$ cat src/design/sram_ctrl_map.svh
`ifndef SRAM_CTRL_MAP_SVH
`define SRAM_CTRL_MAP_SVH

`define CLK_PERIOD_NS        8
`define ADDR_W               17
`define DATA_W               8
// Pin timing figures in ns or us, as printed.
`define WRITE_ADDR_SETUP_NS  7
`define WRITE_DATA_SETUP_NS  6
`define STROBE_TURNOFF_NS    5
`define READ_CYCLE_NS        10
`define ADDR_ACCESS_NS       10
`define OE_ACCESS_NS         5
`define POWER_UP_WAIT_US     100
// Cycle counts, least times rounded up.
`define CEIL_CYC(ns)         (((ns) + `CLK_PERIOD_NS - 1) / `CLK_PERIOD_NS)
`define WRITE_PULSE_CYC      `CEIL_CYC(`WRITE_ADDR_SETUP_NS)
`define TURNOFF_CYC          `CEIL_CYC(`STROBE_TURNOFF_NS)
`define READ_WAIT_CYC        `CEIL_CYC(`ADDR_ACCESS_NS)
`define POWER_UP_WAIT_CYC    `CEIL_CYC(`POWER_UP_WAIT_US * 1000)
`define CNT_W                16

`endif

$ cat src/design/sram_ctrl_pkg.sv
package sram_ctrl_pkg;
    `include "sram_ctrl_map.svh"

    typedef enum logic [6:0] {
        ST_POWER = 7'h01,
        ST_IDLE  = 7'h02,
        ST_RSET  = 7'h04,
        ST_RWAIT = 7'h08,
        ST_WOFF  = 7'h10,
        ST_WPUL  = 7'h20,
        ST_WEND  = 7'h40
    } ctrl_state_t;

    typedef logic [`ADDR_W-1:0] addr_t;
    typedef logic [`DATA_W-1:0] data_t;
    typedef logic [`CNT_W-1:0]  count_t;

    typedef struct packed {
        ctrl_state_t state;
        count_t      count;
        addr_t       addr;
        data_t       wdata;
        data_t       rdata;
        logic        rvalid;
        logic        sel_n;
        logic        sel2;
        logic        oe_n;
        logic        we_n;
        logic        drive;
        logic [2:0]  rst_sync;
    } ctrl_regs_t;
endpackage

$ cat src/design/sram_ctrl.sv
// Overview of operation
// - Write only while both selects and strobe active.
// - Data timed against the edge ending write.
// - Address stable 7 ns before write end.
// - Address may change at write bounds.
// - Data valid 6 ns before write end.
// - Strobe write with enable low: 5+6 ns.
// - Never drive pins while memory drives.
// - Read data valid 10 ns; cycle 10 ns.
// - Wait 100 us after power before access.
// - Strobe stays high through every read.
// - Address valid no later than select.
`timescale 1ns/1ns
module sram_ctrl
    import sram_ctrl_pkg::*;
#(
    parameter int POWER_WAIT = `POWER_UP_WAIT_CYC
) (
    input  wire logic                 clk_in,
    input  wire logic                 arst_n_in,
    input  wire logic                 req_valid_in,
    input  wire logic                 req_write_in,
    input  wire sram_ctrl_pkg::addr_t req_addr_in,
    input  wire sram_ctrl_pkg::data_t req_wdata_in,
    output logic                      req_ready_out,
    output sram_ctrl_pkg::data_t      rd_data_out,
    output logic                      rd_valid_out,
    output sram_ctrl_pkg::addr_t      word_address_out,
    output logic                      primary_select_n_out,
    output logic                      secondary_select_out,
    output logic                      output_enable_n_out,
    output logic                      write_strobe_n_out,
    output sram_ctrl_pkg::data_t      data_pins_out,
    output logic                      data_pins_oe_out,
    input  wire sram_ctrl_pkg::data_t data_pins_in
);
    import sram_ctrl_pkg::*;

    ctrl_regs_t r, nxt;
    logic       rst_n;
    data_t      din_s1_r, din_s2_r, din_s3_r;

    // Reset release through two flops, kept outside the state struct.
    logic [1:0] arst_sync_r;
    always_ff @(posedge clk_in or negedge arst_n_in) begin
        if (!arst_n_in) begin
            arst_sync_r <= 2'h0;
        end else begin
            arst_sync_r <= {arst_sync_r[0], 1'b1};
        end
    end
    assign rst_n = arst_sync_r[1];

    // Read data passes three flops; a change is taken once stages two and three agree.
    always_ff @(posedge clk_in or negedge rst_n) begin
        if (!rst_n) begin
            din_s1_r <= 8'h00;
            din_s2_r <= 8'h00;
            din_s3_r <= 8'h00;
        end else begin
            din_s1_r <= data_pins_in;
            din_s2_r <= din_s1_r;
            din_s3_r <= din_s2_r;
        end
    end

    function automatic count_t cyc(input int n);
        cyc = count_t'((n < 1) ? 1 : n);
    endfunction

    always_comb begin
        nxt          = r;
        nxt.rvalid   = 1'b0;
        nxt.rst_sync = 3'h0;
        if (r.count != '0) begin
            nxt.count = r.count - count_t'(1);
        end
        unique case (r.state)
            ST_POWER: begin
                if (r.count == '0) begin
                    nxt.state = ST_IDLE;
                end
            end
            ST_IDLE: begin
                nxt.sel_n = 1'b1;
                nxt.oe_n  = 1'b1;
                nxt.we_n  = 1'b1;
                if (req_valid_in) begin
                    // Address goes out with the primary select still inactive; it follows next cycle (secondary select stays active).
                    nxt.addr  = req_addr_in;
                    nxt.wdata = req_wdata_in;
                    nxt.state = req_write_in ? ST_WOFF : ST_RSET;
                end
            end
            ST_RSET: begin
                nxt.sel_n = 1'b0;
                nxt.oe_n  = 1'b0;
                nxt.count = cyc(`READ_WAIT_CYC + 3);
                nxt.state = ST_RWAIT;
            end
            ST_RWAIT: begin
                if (r.count == '0 && din_s2_r == din_s3_r) begin
                    nxt.rdata  = din_s3_r;
                    nxt.rvalid = 1'b1;
                    nxt.sel_n  = 1'b1;
                    nxt.oe_n   = 1'b1;
                    nxt.count  = cyc(`TURNOFF_CYC);
                    nxt.state  = ST_POWER;
                end
            end
            ST_WOFF: begin
                // Enable is raised first so the memory lets go of the pins.
                nxt.oe_n = 1'b1;
                if (r.count == '0) begin
                    nxt.sel_n = 1'b0;
                    nxt.we_n  = 1'b0;
                    nxt.drive = 1'b1;
                    nxt.count = cyc(`WRITE_PULSE_CYC);
                    nxt.state = ST_WPUL;
                end
            end
            ST_WPUL: begin
                if (r.count == count_t'(1)) begin
                    // Strobe and select rise together; set-up is timed to that edge.
                    nxt.we_n  = 1'b1;
                    nxt.sel_n = 1'b1;
                    nxt.state = ST_WEND;
                end
            end
            ST_WEND: begin
                nxt.drive = 1'b0;
                nxt.state = ST_IDLE;
            end
            default: begin
                nxt.state = ST_IDLE;
            end
        endcase
    end

    always_ff @(posedge clk_in or negedge rst_n) begin
        if (!rst_n) begin
            // The power-up wait is a constant, so it can load straight from reset.
            r.state    <= ST_POWER;
            r.count    <= count_t'(POWER_WAIT);
            r.addr     <= 17'h00000;
            r.wdata    <= 8'h00;
            r.rdata    <= 8'h00;
            r.rvalid   <= 1'b0;
            r.sel_n    <= 1'b1;
            r.sel2     <= 1'b1;
            r.oe_n     <= 1'b1;
            r.we_n     <= 1'b1;
            r.drive    <= 1'b0;
            r.rst_sync <= 3'h0;
        end else begin
            r <= nxt;
        end
    end

    assign req_ready_out        = (r.state == ST_IDLE);
    assign rd_data_out          = r.rdata;
    assign rd_valid_out         = r.rvalid;
    assign word_address_out     = r.addr;
    assign primary_select_n_out = r.sel_n;
    assign secondary_select_out = r.sel2;
    assign output_enable_n_out  = r.oe_n;
    assign write_strobe_n_out   = r.we_n;
    assign data_pins_out        = r.wdata;
    assign data_pins_oe_out     = r.drive;
endmodule

$ cat config.mk
export PLATFORM = sky130hd
export DESIGN_NAME = sram_ctrl
export DESIGN_NICKNAME = d
export VERILOG_FILES = /design/src/design/sram_ctrl_pkg.sv /design/src/design/sram_ctrl.sv
export VERILOG_INCLUDE_DIRS = /design/src /design/src/design
export SDC_FILE = /design/constraint.sdc
export NUM_CORES = 1
export LEC_CHECK = 0
export BUFFER_PORTS_ARGS = -buffer_cell sky130_fd_sc_hd__buf_2
export CAP_MARGIN = 20
export CORE_MARGIN = 5
export CORE_UTILIZATION = 50
export CTS_BUF_LIST = sky130_fd_sc_hd__clkbuf_8
export CTS_CLUSTER_DIAMETER = 30
export DETAILED_ROUTE_END_ITERATION = 16
export GPL_TIMING_DRIVEN = 0
export PLACE_DENSITY = 0.8
export SLEW_MARGIN = 40
export SYNTH_ARGS = -nofsm -noshare
export SYNTH_HDL_FRONTEND = slang
export SYNTH_SLANG_ARGS = --single-unit
$ cat constraint.sdc
create_clock -name clk_in -period 4.4 [get_ports clk_in]
set_input_delay 0.44 -clock clk_in [delete_from_list [all_inputs] [get_ports clk_in]]
set_output_delay 0.44 -clock clk_in [all_outputs]
set_load 0.05 [all_outputs]
### Word level (Yosys, flattened, before mapping)

Cells that the tools add are included.
Widths: inputs -> output; s select.

| word-level totals | value |
|---|---|
| register bits | 87 |
| latch bits | 0 |
| memory bits (writable) | 0 |
| ROM bits | 0 |
| input port bits | 37 |
| word-level logic and storage cells | 63 |
| memories | 0 |

| operators by class | value |
|---|---|
| add/sub/neg operators | 1 |
| $mul | 0 |
| div/mod/pow operators | 0 |
| magnitude comparators | 0 |
| equal/unequal tests | 14 |
| shift-type cells | 0 |
| mux-type cells | 19 |
| bitwise logic cells | 0 |
| reduce and logical (&&, ||, !) cells | 15 |

Operators by type and width:

| operator | count |
|---|---|
| $pmux 16 s3 | 1 |
| $mux 23 | 2 |
| $pmux 7 s6 | 1 |
| $mux 7 | 3 |
| $eq 16x1->1 const B | 1 |
| $logic_not 16->1 | 1 |
| $mux 16 | 1 |
| $reduce_bool 16->1 | 1 |
| $sub 16x1->16 const B | 1 |
| $ne 2x2->1 const B | 5 |
| $eq 8x8->1 | 1 |
| $reduce_and 2->1 | 4 |
| $eq 7x1->1 const B | 1 |
| $eq 7x2->1 const B | 1 |
| $eq 7x3->1 const B | 1 |
| $eq 7x4->1 const B | 1 |
| $eq 7x5->1 const B | 1 |
| $eq 7x6->1 const B | 1 |
| $eq 7x7->1 const B | 1 |
| $pmux 1 s3 | 2 |
| $reduce_bool 3->1 | 2 |
| $mux 5 | 1 |
| $pmux 1 s5 | 1 |
| $reduce_and 5->1 | 1 |
| other kinds (9) | 13 |

### Longest topological paths before layout

Gate-level depths: netlist of the first run.

| logic depth | value |
|---|---|
| word-level depth | 4 |
| mapped depth | 9 |
| gate-level depth less buffers | 7 |

### Worst setup path after synthesis of the first run

No wires, ideal clock.

| timing | value |
|---|---|
| kind | reg-to-reg |
| start | reg r[60] (netlist name) |
| end | reg r (netlist bit data_pins_out[6]) |
| arrival | 2,435 ps |
| path slack | 1,840 ps |
| cell stages (with the launch flop) | 8 |
| path buffers | 2 |
| period minus slack after synthesis | 2,560 ps |
| cell sequence | dfrtp_1 buf_6 nor3_1 nand2_1 nor3b_2 nand2_2 buf_6 mux2_2 |

| between the ends | value |
|---|---|
| word-level cells in the longest chain between the ends | 2 |

RTL lines:

| element | line | RTL |
|---|---|---|
| from (decl) | sram_ctrl.sv:39 | `ctrl_regs_t r, nxt;` |
| from (signal assigned) | sram_ctrl.sv:156 | `r <= nxt;` |
| $eq 7x2->1 | n/a |  |
| named net req_ready_out | sram_ctrl.sv:25 | `output logic req_ready_out,` |
| $reduce_and 2->1 (no source line) | n/a |  |

The timed path passes the listed nets, and every way through them passes these cells.
A chain may end at the register's enable or synchronous reset.

==> results of run 1 <==
==> power groups by stage <==
stage          Combinational (mW)  Sequential [mW]  Clock (mW)
3_3_place_gp                 1.43             1.22           0
4_1_cts                      1.48             1.21       0.586
6_report                     1.46             1.21       0.567
2_1_floorplan                1.20             1.21           0
5_1_grt                      1.59             1.24       0.623
3_5_place_dp                 1.47             1.22           0
==> per-stage QoR <==
stage / cells / hold slack, ns / util [%] / power [mW] / instance area [um2]
final: 507 / 0.185 / 60.3 / 3.24 / 4610
after detailed placement: 490 / 0.226 / 57.5 / 2.69 / 4400
after global routing: 507 / 0.161 / 60.3 / 3.45 / 4610
after global placement: 489 / 0.225 / 57.2 / 2.65 / 4370
after floorplan: 312 / 0.144 / - / 2.41 / 3870
after CTS: 507 / 0.173 / 60.3 / 3.27 / 4610
==> cells in the final DEF, fill, tap and decap left out, types with 2 or more instances in the layout <==
master    count
buf_2        76
dfrtp_1      76
buf_4        34
mux2_2       26
nor2_1       24
xor2_1       19
nand2_1      14
o21ai_0      10
dfstp_2      10
nand3_1       9
clkbuf_8      9
mux2_4        8
nor3_1        7
nor4_1        7
clkbuf_1      4
xnor2_1       4
buf_6         4
or3_1         4
inv_1         4
ha_1          4
nand4_1       3
nor3b_1       3
a21oi_1       3
inv_6         3
and3b_1       2
nor2b_1       2
and2_1        2
and3_1        2
nand4b_1      2
a31o_2        2
o211a_1       2
a22o_1        2
conb_1        2
==> logic make-up (layout without fill, tap and decap cells) <==
family	Yosys count	after routing	share of synthesized area, %
simple gates	90	90	12.7
flops	87	87	56.7
fa+ha+maj	4	4	1.29
mux	34	34	10.7
compound gates	26	26	4.76
xor+xnor	23	23	5.21
buf+inv	46	139	8.58
other cells	1	2	0.0970
==> worst paths after layout <==
kind                                 startpoint                   end  slack, ns  depth (start not counted)
worst min-delay path            data_pins_in[6]           din_s1_r[6]       0.19                          1
min in group asynchronous        arst_sync_r[1]  word_address_out[11]       0.31                          0
max in group asynchronous        arst_sync_r[1]                 r[49]       3.41                          1
worst max-delay path                      r[42]                 r[53]       1.76                          7
worst max register to register            r[42]                 r[53]       1.76                          7
worst min register to register   arst_sync_r[1]  word_address_out[11]       0.31                          0
==> worst max-delay path, cell delays in order, from the launching register on <==
cell and delay [ns]:
dfrtp_1 0.43, inv_1 0.10, ha_1 0.15, nor4b_1 0.35
nand4_1 0.27, o41ai_2 0.69, clkbuf_1 0.42, nor2_1 0.10
==> registers in the layout (all words and copies together) (netlist names), 2 cells and up <==
signal,count
arst_sync_r,2
data_pins_out,8
din_s1_r,8
din_s2_r,8
din_s3_r,8
r,23
rd_data_out,8
word_address_out,17
==> layer usage <==
| layer | global-route usage (%) | wire length, um | vias up |
|---|---|---|---|
| met5 | 0 | 0 | - |
| met4 | 5.75 | 79 | 0 |
| met3 | 3.71 | 428 | 8 |
| met2 | 25.2 | 3410 | 69 |
| met1 | 19.8 | 2950 | 1219 |
| li1 | - | - | 1222 |
==> final cells by class <==
type / instances / area, um2
buffer: 43 / 320
multi-input combinational: 179 / 1350
fill: 637 / 3040
inverter: 3 / 11.3
tap: 102 / 128
sequential: 87 / 2190
clock buffer: 9 / 124
timing repair buffer: 77 / 405
clock inverter: 7 / 80.1
==> flow_metrics.py, run 1 <==
metrics = {
    "outcome": {
        "outcome": "finished, final reports clean",
    },
    "global_routing": {
        "antenna_found_initial": 0,
        "grt_pass1_wl_mm": 12.1,
        "overflow": 0,
        "grt_max_degree": 47,
        "grt_usage_pct": 15.3,
        "grt_pass1_vias": 2665,
    },
    "timing": {
        "period_share_pct": 59.9,
        "hold_violations": 0,
        "fin_crit_ns": 2.64,
        "relSlewSlack_pct": 56.6,
        "fmax_ghz": 0.379,
        "maxSlewViolCount": 0,
        "setup_ws_ns": 1.76,
        "tightest_slew_ns": 0.644,
        "rsz0062_at_grt": "no",
        "skew_ns": 0.0144,
        "finalSetupViolCount": 0,
        "tns_ns": 0,
    },
    "setup_path": {
        "crit_fanout": 10,
        "critPathLaunchType": "flop",
        "worstSetupPathType": "reg2reg",
        "worstPathArrival_ns": 2.85,
        "cp.required_ns": 4.62,
        "end_kind": "flop",
    },
    "synth": {
        "synth_ff_type": "dfrtp_1",
        "synth_top_cell_by_area": "dfrtp_1",
        "syn_inst": 311,
        "synth_edf_count": 0,
        "synth_most_common_cell": "dfrtp_1",
        "synthTopCellsByArea": "dfrtp_1, mux2_2, dfstp_2, buf_4, xor2_1",
        "yosysSeqAreaShare_pct": 56.7,
        "ys_seq_elements": 87,
        "syn-cell-area_mm2": 0.00386,
        "ys_warn_count": 0,
        "syn_avg_cell_area_um2": 12.4,
        "synth_top_area_share_pct": 49.9,
        "synth.distinct_cells": 47,
        "synth-async-reset-ratio_pct": 100,
        "ys_top_cells_by_count": "dfrtp_1, buf_4, mux2_2",
    },
    "floorplan": {
        "fp.dieW_um": 97.9,
        "ios": 77,
        "core_area_mm2": 0.00765,
        "start_util_pct": 50.5,
        "die_height_um": 97.9,
        "dieArea_mm2": 0.00959,
        "row_count": 32,
    },
    "drt": {
        "drt_iter0_drc": 97,
        "postRouteAntennaNets": 0,
        "routed_via_density": 4.97,
        "wl_mm": 6.87,
        "drc": 0,
        "drtPass1Iterations": 4,
        "wl_per_cell_um": 13.6,
        "vias": 2518,
    },
    "finish": {
        "drive_above_1_share_pct": 45.4,
        "finish.net_count": 441,
        "area_delta_synth_final_pct": 19.3,
        "n_antenna_cell": 0,
    },
    "cts": {
        "post_cts_buffers": 0,
        "hold_buffers": 1,
        "cts_tree": "done",
        "post_cts_resize_count": 0,
        "cts_sinks": 87,
        "clk_root_buffer_cell": "clkbuf_8",
        "cts_made_buffers": 9,
        "h-tree-depth": 3,
        "clk_pin_slew_ns": 0.10,
        "clock_path_buffers": 2,
        "worstSkewPairLatency_ns": 0.35,
    },
    "min_path": {
        "hold_class": "in2reg",
    },
    "pwr": {
        "power_frac_comb_pct": 45.2,
        "seq_power_share_pct": 37.3,
        "p_per_area_mw_per_mm2": 703,
        "clkPwrFrac_pct": 17.5,
        "p_switching_mw": 1.35,
        "p_leak_nw": 2.27,
        "p_sw_share_pct": 41.6,
        "intPower_mw": 1.89,
        "peakVddDrop_uv": 498,
    },
    "placed_design": {
        "gp_congestion": 0.839,
        "io_buffers": 75,
        "place_hpwl_mm": 5.11,
        "place_ws_ns": 1.84,
    },
    "flow_run": {
        "cap_violations": 0,
    },
}
Power figures use the tool's default switching activity.
==> inputs of run 2 (changes only) <==
--- a/config.mk
+++ b/config.mk
@@ -6,6 +6,7 @@
 export SDC_FILE = /design/constraint.sdc
 export NUM_CORES = 1
 export LEC_CHECK = 0
+export ABC_AREA = 1
 export BUFFER_PORTS_ARGS = -buffer_cell sky130_fd_sc_hd__buf_2
 export CAP_MARGIN = 20
 export CORE_MARGIN = 5
@@ -14,7 +15,7 @@
 export CTS_CLUSTER_DIAMETER = 30
 export DETAILED_ROUTE_END_ITERATION = 16
 export GPL_TIMING_DRIVEN = 0
-export PLACE_DENSITY = 0.8
+export PLACE_DENSITY = 0.82
 export SLEW_MARGIN = 40
 export SYNTH_ARGS = -nofsm -noshare
 export SYNTH_HDL_FRONTEND = slang
==> constraint.sdc (replaced) <==
create_clock -name clk_in -period 2.2 [get_ports clk_in]
set_input_delay 0.22 -clock clk_in [delete_from_list [all_inputs] [get_ports clk_in]]
set_output_delay 0.22 -clock clk_in [all_outputs]
set_load 0.05 [all_outputs]
==> run 2 against run 1 <==
First-iteration DRC count fell by 10%. Clock power grew 100%. Flip-flop and latch count did not move. Largest power group unchanged. Synthesized area increased by 7.4%. Setup slack lost 1.6 ns. Worst hold slack got worse by 0.10 ns. Sequential share of layout area decreased by 3.6 points. Die area is 6.7% higher. Global-route usage up 1.1 points. Maximum frequency grew 32%. Clock skew decreased by 0.0033 ns. Non-clock buffer count increased by 2.
==> flow_metrics.py, run 2 <==
metrics = {
    "outcome": {
        "outcome": "finished, final reports clean",
    },
    "floorplan": {
        "die_height_um": 101,
        "row_count": 33,
        "core_area_mm2": 0.00813,
        "start_util_pct": 51.1,
        "ios": 77,
        "dieArea_mm2": 0.0102,
        "fp.dieW_um": 101,
    },
    "pwr": {
        "p_leak_nw": 2.61,
        "peakVddDrop_uv": 1010,
        "p_per_area_mw_per_mm2": 1470,
    },
    "synth": {
        "ys_top_cells_by_count": "dfrtp_1, nand2_1, nor2_1",
        "synth_most_common_cell": "dfrtp_1",
        "synth_edf_count": 0,
        "syn_inst": 399,
        "yosysSeqAreaShare_pct": 52.7,
        "synthTopCellsByArea": "dfrtp_1, mux2_4, dfstp_2, buf_4, nand2_1",
        "synth_ff_type": "dfrtp_1",
        "syn-cell-area_mm2": 0.00415,
        "synth.distinct_cells": 38,
        "ys_seq_elements": 87,
        "synth_top_cell_by_area": "dfrtp_1",
        "syn_avg_cell_area_um2": 10.4,
        "ys_warn_count": 0,
        "synth-async-reset-ratio_pct": 100,
        "synth_top_area_share_pct": 46.4,
    },
    "finish": {
        "finish.net_count": 537,
        "n_antenna_cell": 0,
        "final_cell_mix": "dfrtp_1, buf_2, nand2_1, nor2_1, buf_4",
        "largest_reg_flops": 23,
        "area_delta_synth_final_pct": 20.0,
        "top_register": "r",
        "final_common_cell": "dfrtp_1",
        "drive_above_1_share_pct": 43.5,
        "stdcell_area_mm2": 0.00498,
    },
    "drt": {
        "postRouteAntennaNets": 0,
        "routed_via_density": 4.67,
        "wl_mm": 7.62,
        "drtPass1Iterations": 4,
        "drt_iter0_drc": 87,
        "vias": 2827,
        "wl_per_cell_um": 12.6,
        "drc": 0,
    },
    "placed_design": {
        "placed_area_mm2": 0.00469,
        "place_hpwl_mm": 5.60,
        "gp_congestion": 0.847,
        "io_buffers": 75,
    },
    "min_path": {
        "hold_class": "in2reg",
        "holdPathStages": 2,
        "min-delay-start": "req_addr_in[5]",
        "hold_end": "word_address_out[5]",
    },
    "setup_path": {
        "crit_fanout": 3,
        "reg2regPathDepth": 11,
        "worstReg2RegStart": "r[52]",
        "worstPathArrival_ns": 2.24,
        "cp_slowest_cell": "dfrtp_1",
        "critPathLaunchType": "flop",
        "crit_path_frequent_cell": "nand2_1",
        "cp.required_ns": 2.44,
        "max_stage_delay_ns": 0.41,
        "path_cells": "nor2_1, nand2_1, nor2_2, nand3_1, ha_1, nand2_1, nand2_1, nor2_1, nand3_1, o21ai_1, inv_1",
        "rrSetupSlack_ns": 0.20,
        "worstSetupPathType": "reg2reg",
        "cp-startpoint": "r[52]",
        "worstReg2RegEnd": "r[42]",
        "end_kind": "flop",
    },
    "timing": {
        "tightest_slew_ns": 0.551,
        "period_share_pct": 90.7,
        "maxSlewViolCount": 0,
        "hold_violations": 0,
        "relSlewSlack_pct": 63.3,
        "holdWs_ns": 0.0829,
        "fin_crit_ns": 2.00,
        "rsz0062_at_grt": "no",
        "fmax_ghz": 0.501,
        "skew_ns": 0.0112,
        "finalSetupViolCount": 0,
        "tns_ns": 0,
    },
    "cts": {
        "cts_sinks": 87,
        "clk_root_buffer_cell": "clkbuf_8",
        "cts_made_buffers": 9,
        "post_cts_buffers": 0,
        "clk_pin_slew_ns": 0.09,
        "clock_path_buffers": 2,
        "h-tree-depth": 3,
        "cts_tree": "done",
        "worstSkewPairLatency_ns": 0.36,
    },
    "global_routing": {
        "grt_usage_pct": 16.4,
        "antenna_found_initial": 0,
        "overflow": 0,
        "grt_pass1_vias": 2953,
        "grt_pass1_wl_mm": 13.2,
        "grt_max_degree": 45,
    },
    "flow_run": {
        "cap_violations": 0,
    },
}
==> run 2: area by class of cell <==
cell class	instances	area (um2)
repair buffers	85	485
multi-input cells	233	1520
fillers	656	3150
flip-flops and latches	87	2190
clock inverters	6	67.6
well taps	105	131
inverters	43	161
clock buffers	10	138
plain buffers	37	289
==> run 2: metrics by stage <==
step | worst slack, ns | instances | util, % | power (mW)
2_1_floorplan | 0.526 | 400 | - | 5.54
3_3_place_gp | 0.290 | 580 | 57.3 | 6.11
3_5_place_dp | 0.256 | 581 | 57.6 | 6.22
4_1_cts | 0.225 | 606 | 61.3 | 7.42
5_1_grt | 0.0361 | 606 | 61.3 | 7.83
6_report | 0.204 | 606 | 61.3 | 7.35
==> run 2: where the power goes <==
group	total [mW]	leakage [nW]	switching [mW]	internal [mW]
Combinational	3.79	1.44	2.34	1.45
Clock	1.14	0.110	0.572	0.564
Sequential	2.42	1.05	0.320	2.10
Total	7.35	2.61	3.24	4.11
==> run 2: routing by layer <==
layer  share of wire [%]  global-route usage, %  vias to the layer above
met3                 5.3                   4.68                       14
met5                   0                      0                        -
li1                    -                      -                     1428
met2                  49                   26.6                       61
met1                  44                   20.8                     1324
met4                 2.0                   6.75                        0
==> run 2: cells by family (layout without fill, tap and decap cells) <==
kind of cell	after synthesis	in the layout	synth area share, %
AOI/OAI and AO/OA	31	31	4.85
xor gates and xnor gates	11	11	2.32
adders and majority gates	4	4	1.21
buffers and inverters	80	181	10.8
DFF	87	87	52.7
muxes	25	25	8.59
other	1	2	0.0903
and+or+nand+nor	160	160	19.4
==> run 2: worst max-delay path by stage <==
stage             to  slack [ns]  cells past startpoint
6_report       r[42]        0.20                     11
5_1_grt        r[42]        0.04                     11
4_1_cts        r[42]        0.22                     11
3_5_place_dp   r[42]        0.26                     11
3_3_place_gp   r[52]        0.29                      0
2_1_floorplan  r[42]        0.53                     11
==> run 2: critical path: cells and delay by family (launching register included) <==
family / cells / cell delay, ns
AO/OA/AOI/OAI: 1 / 0.12
buffers and inverters: 1 / 0.07
AND/OR/NAND/NOR: 8 / 0.96
adder cells (fa/ha/maj): 1 / 0.34
flip-flops: 1 / 0.41
==> run 2: what timing repair did <==
action | 4_1_cts | 5_1_grt
hold endpoints to repair | 10 | 0
gates resized for setup | 0 | 0
hold buffers | 9 | 0
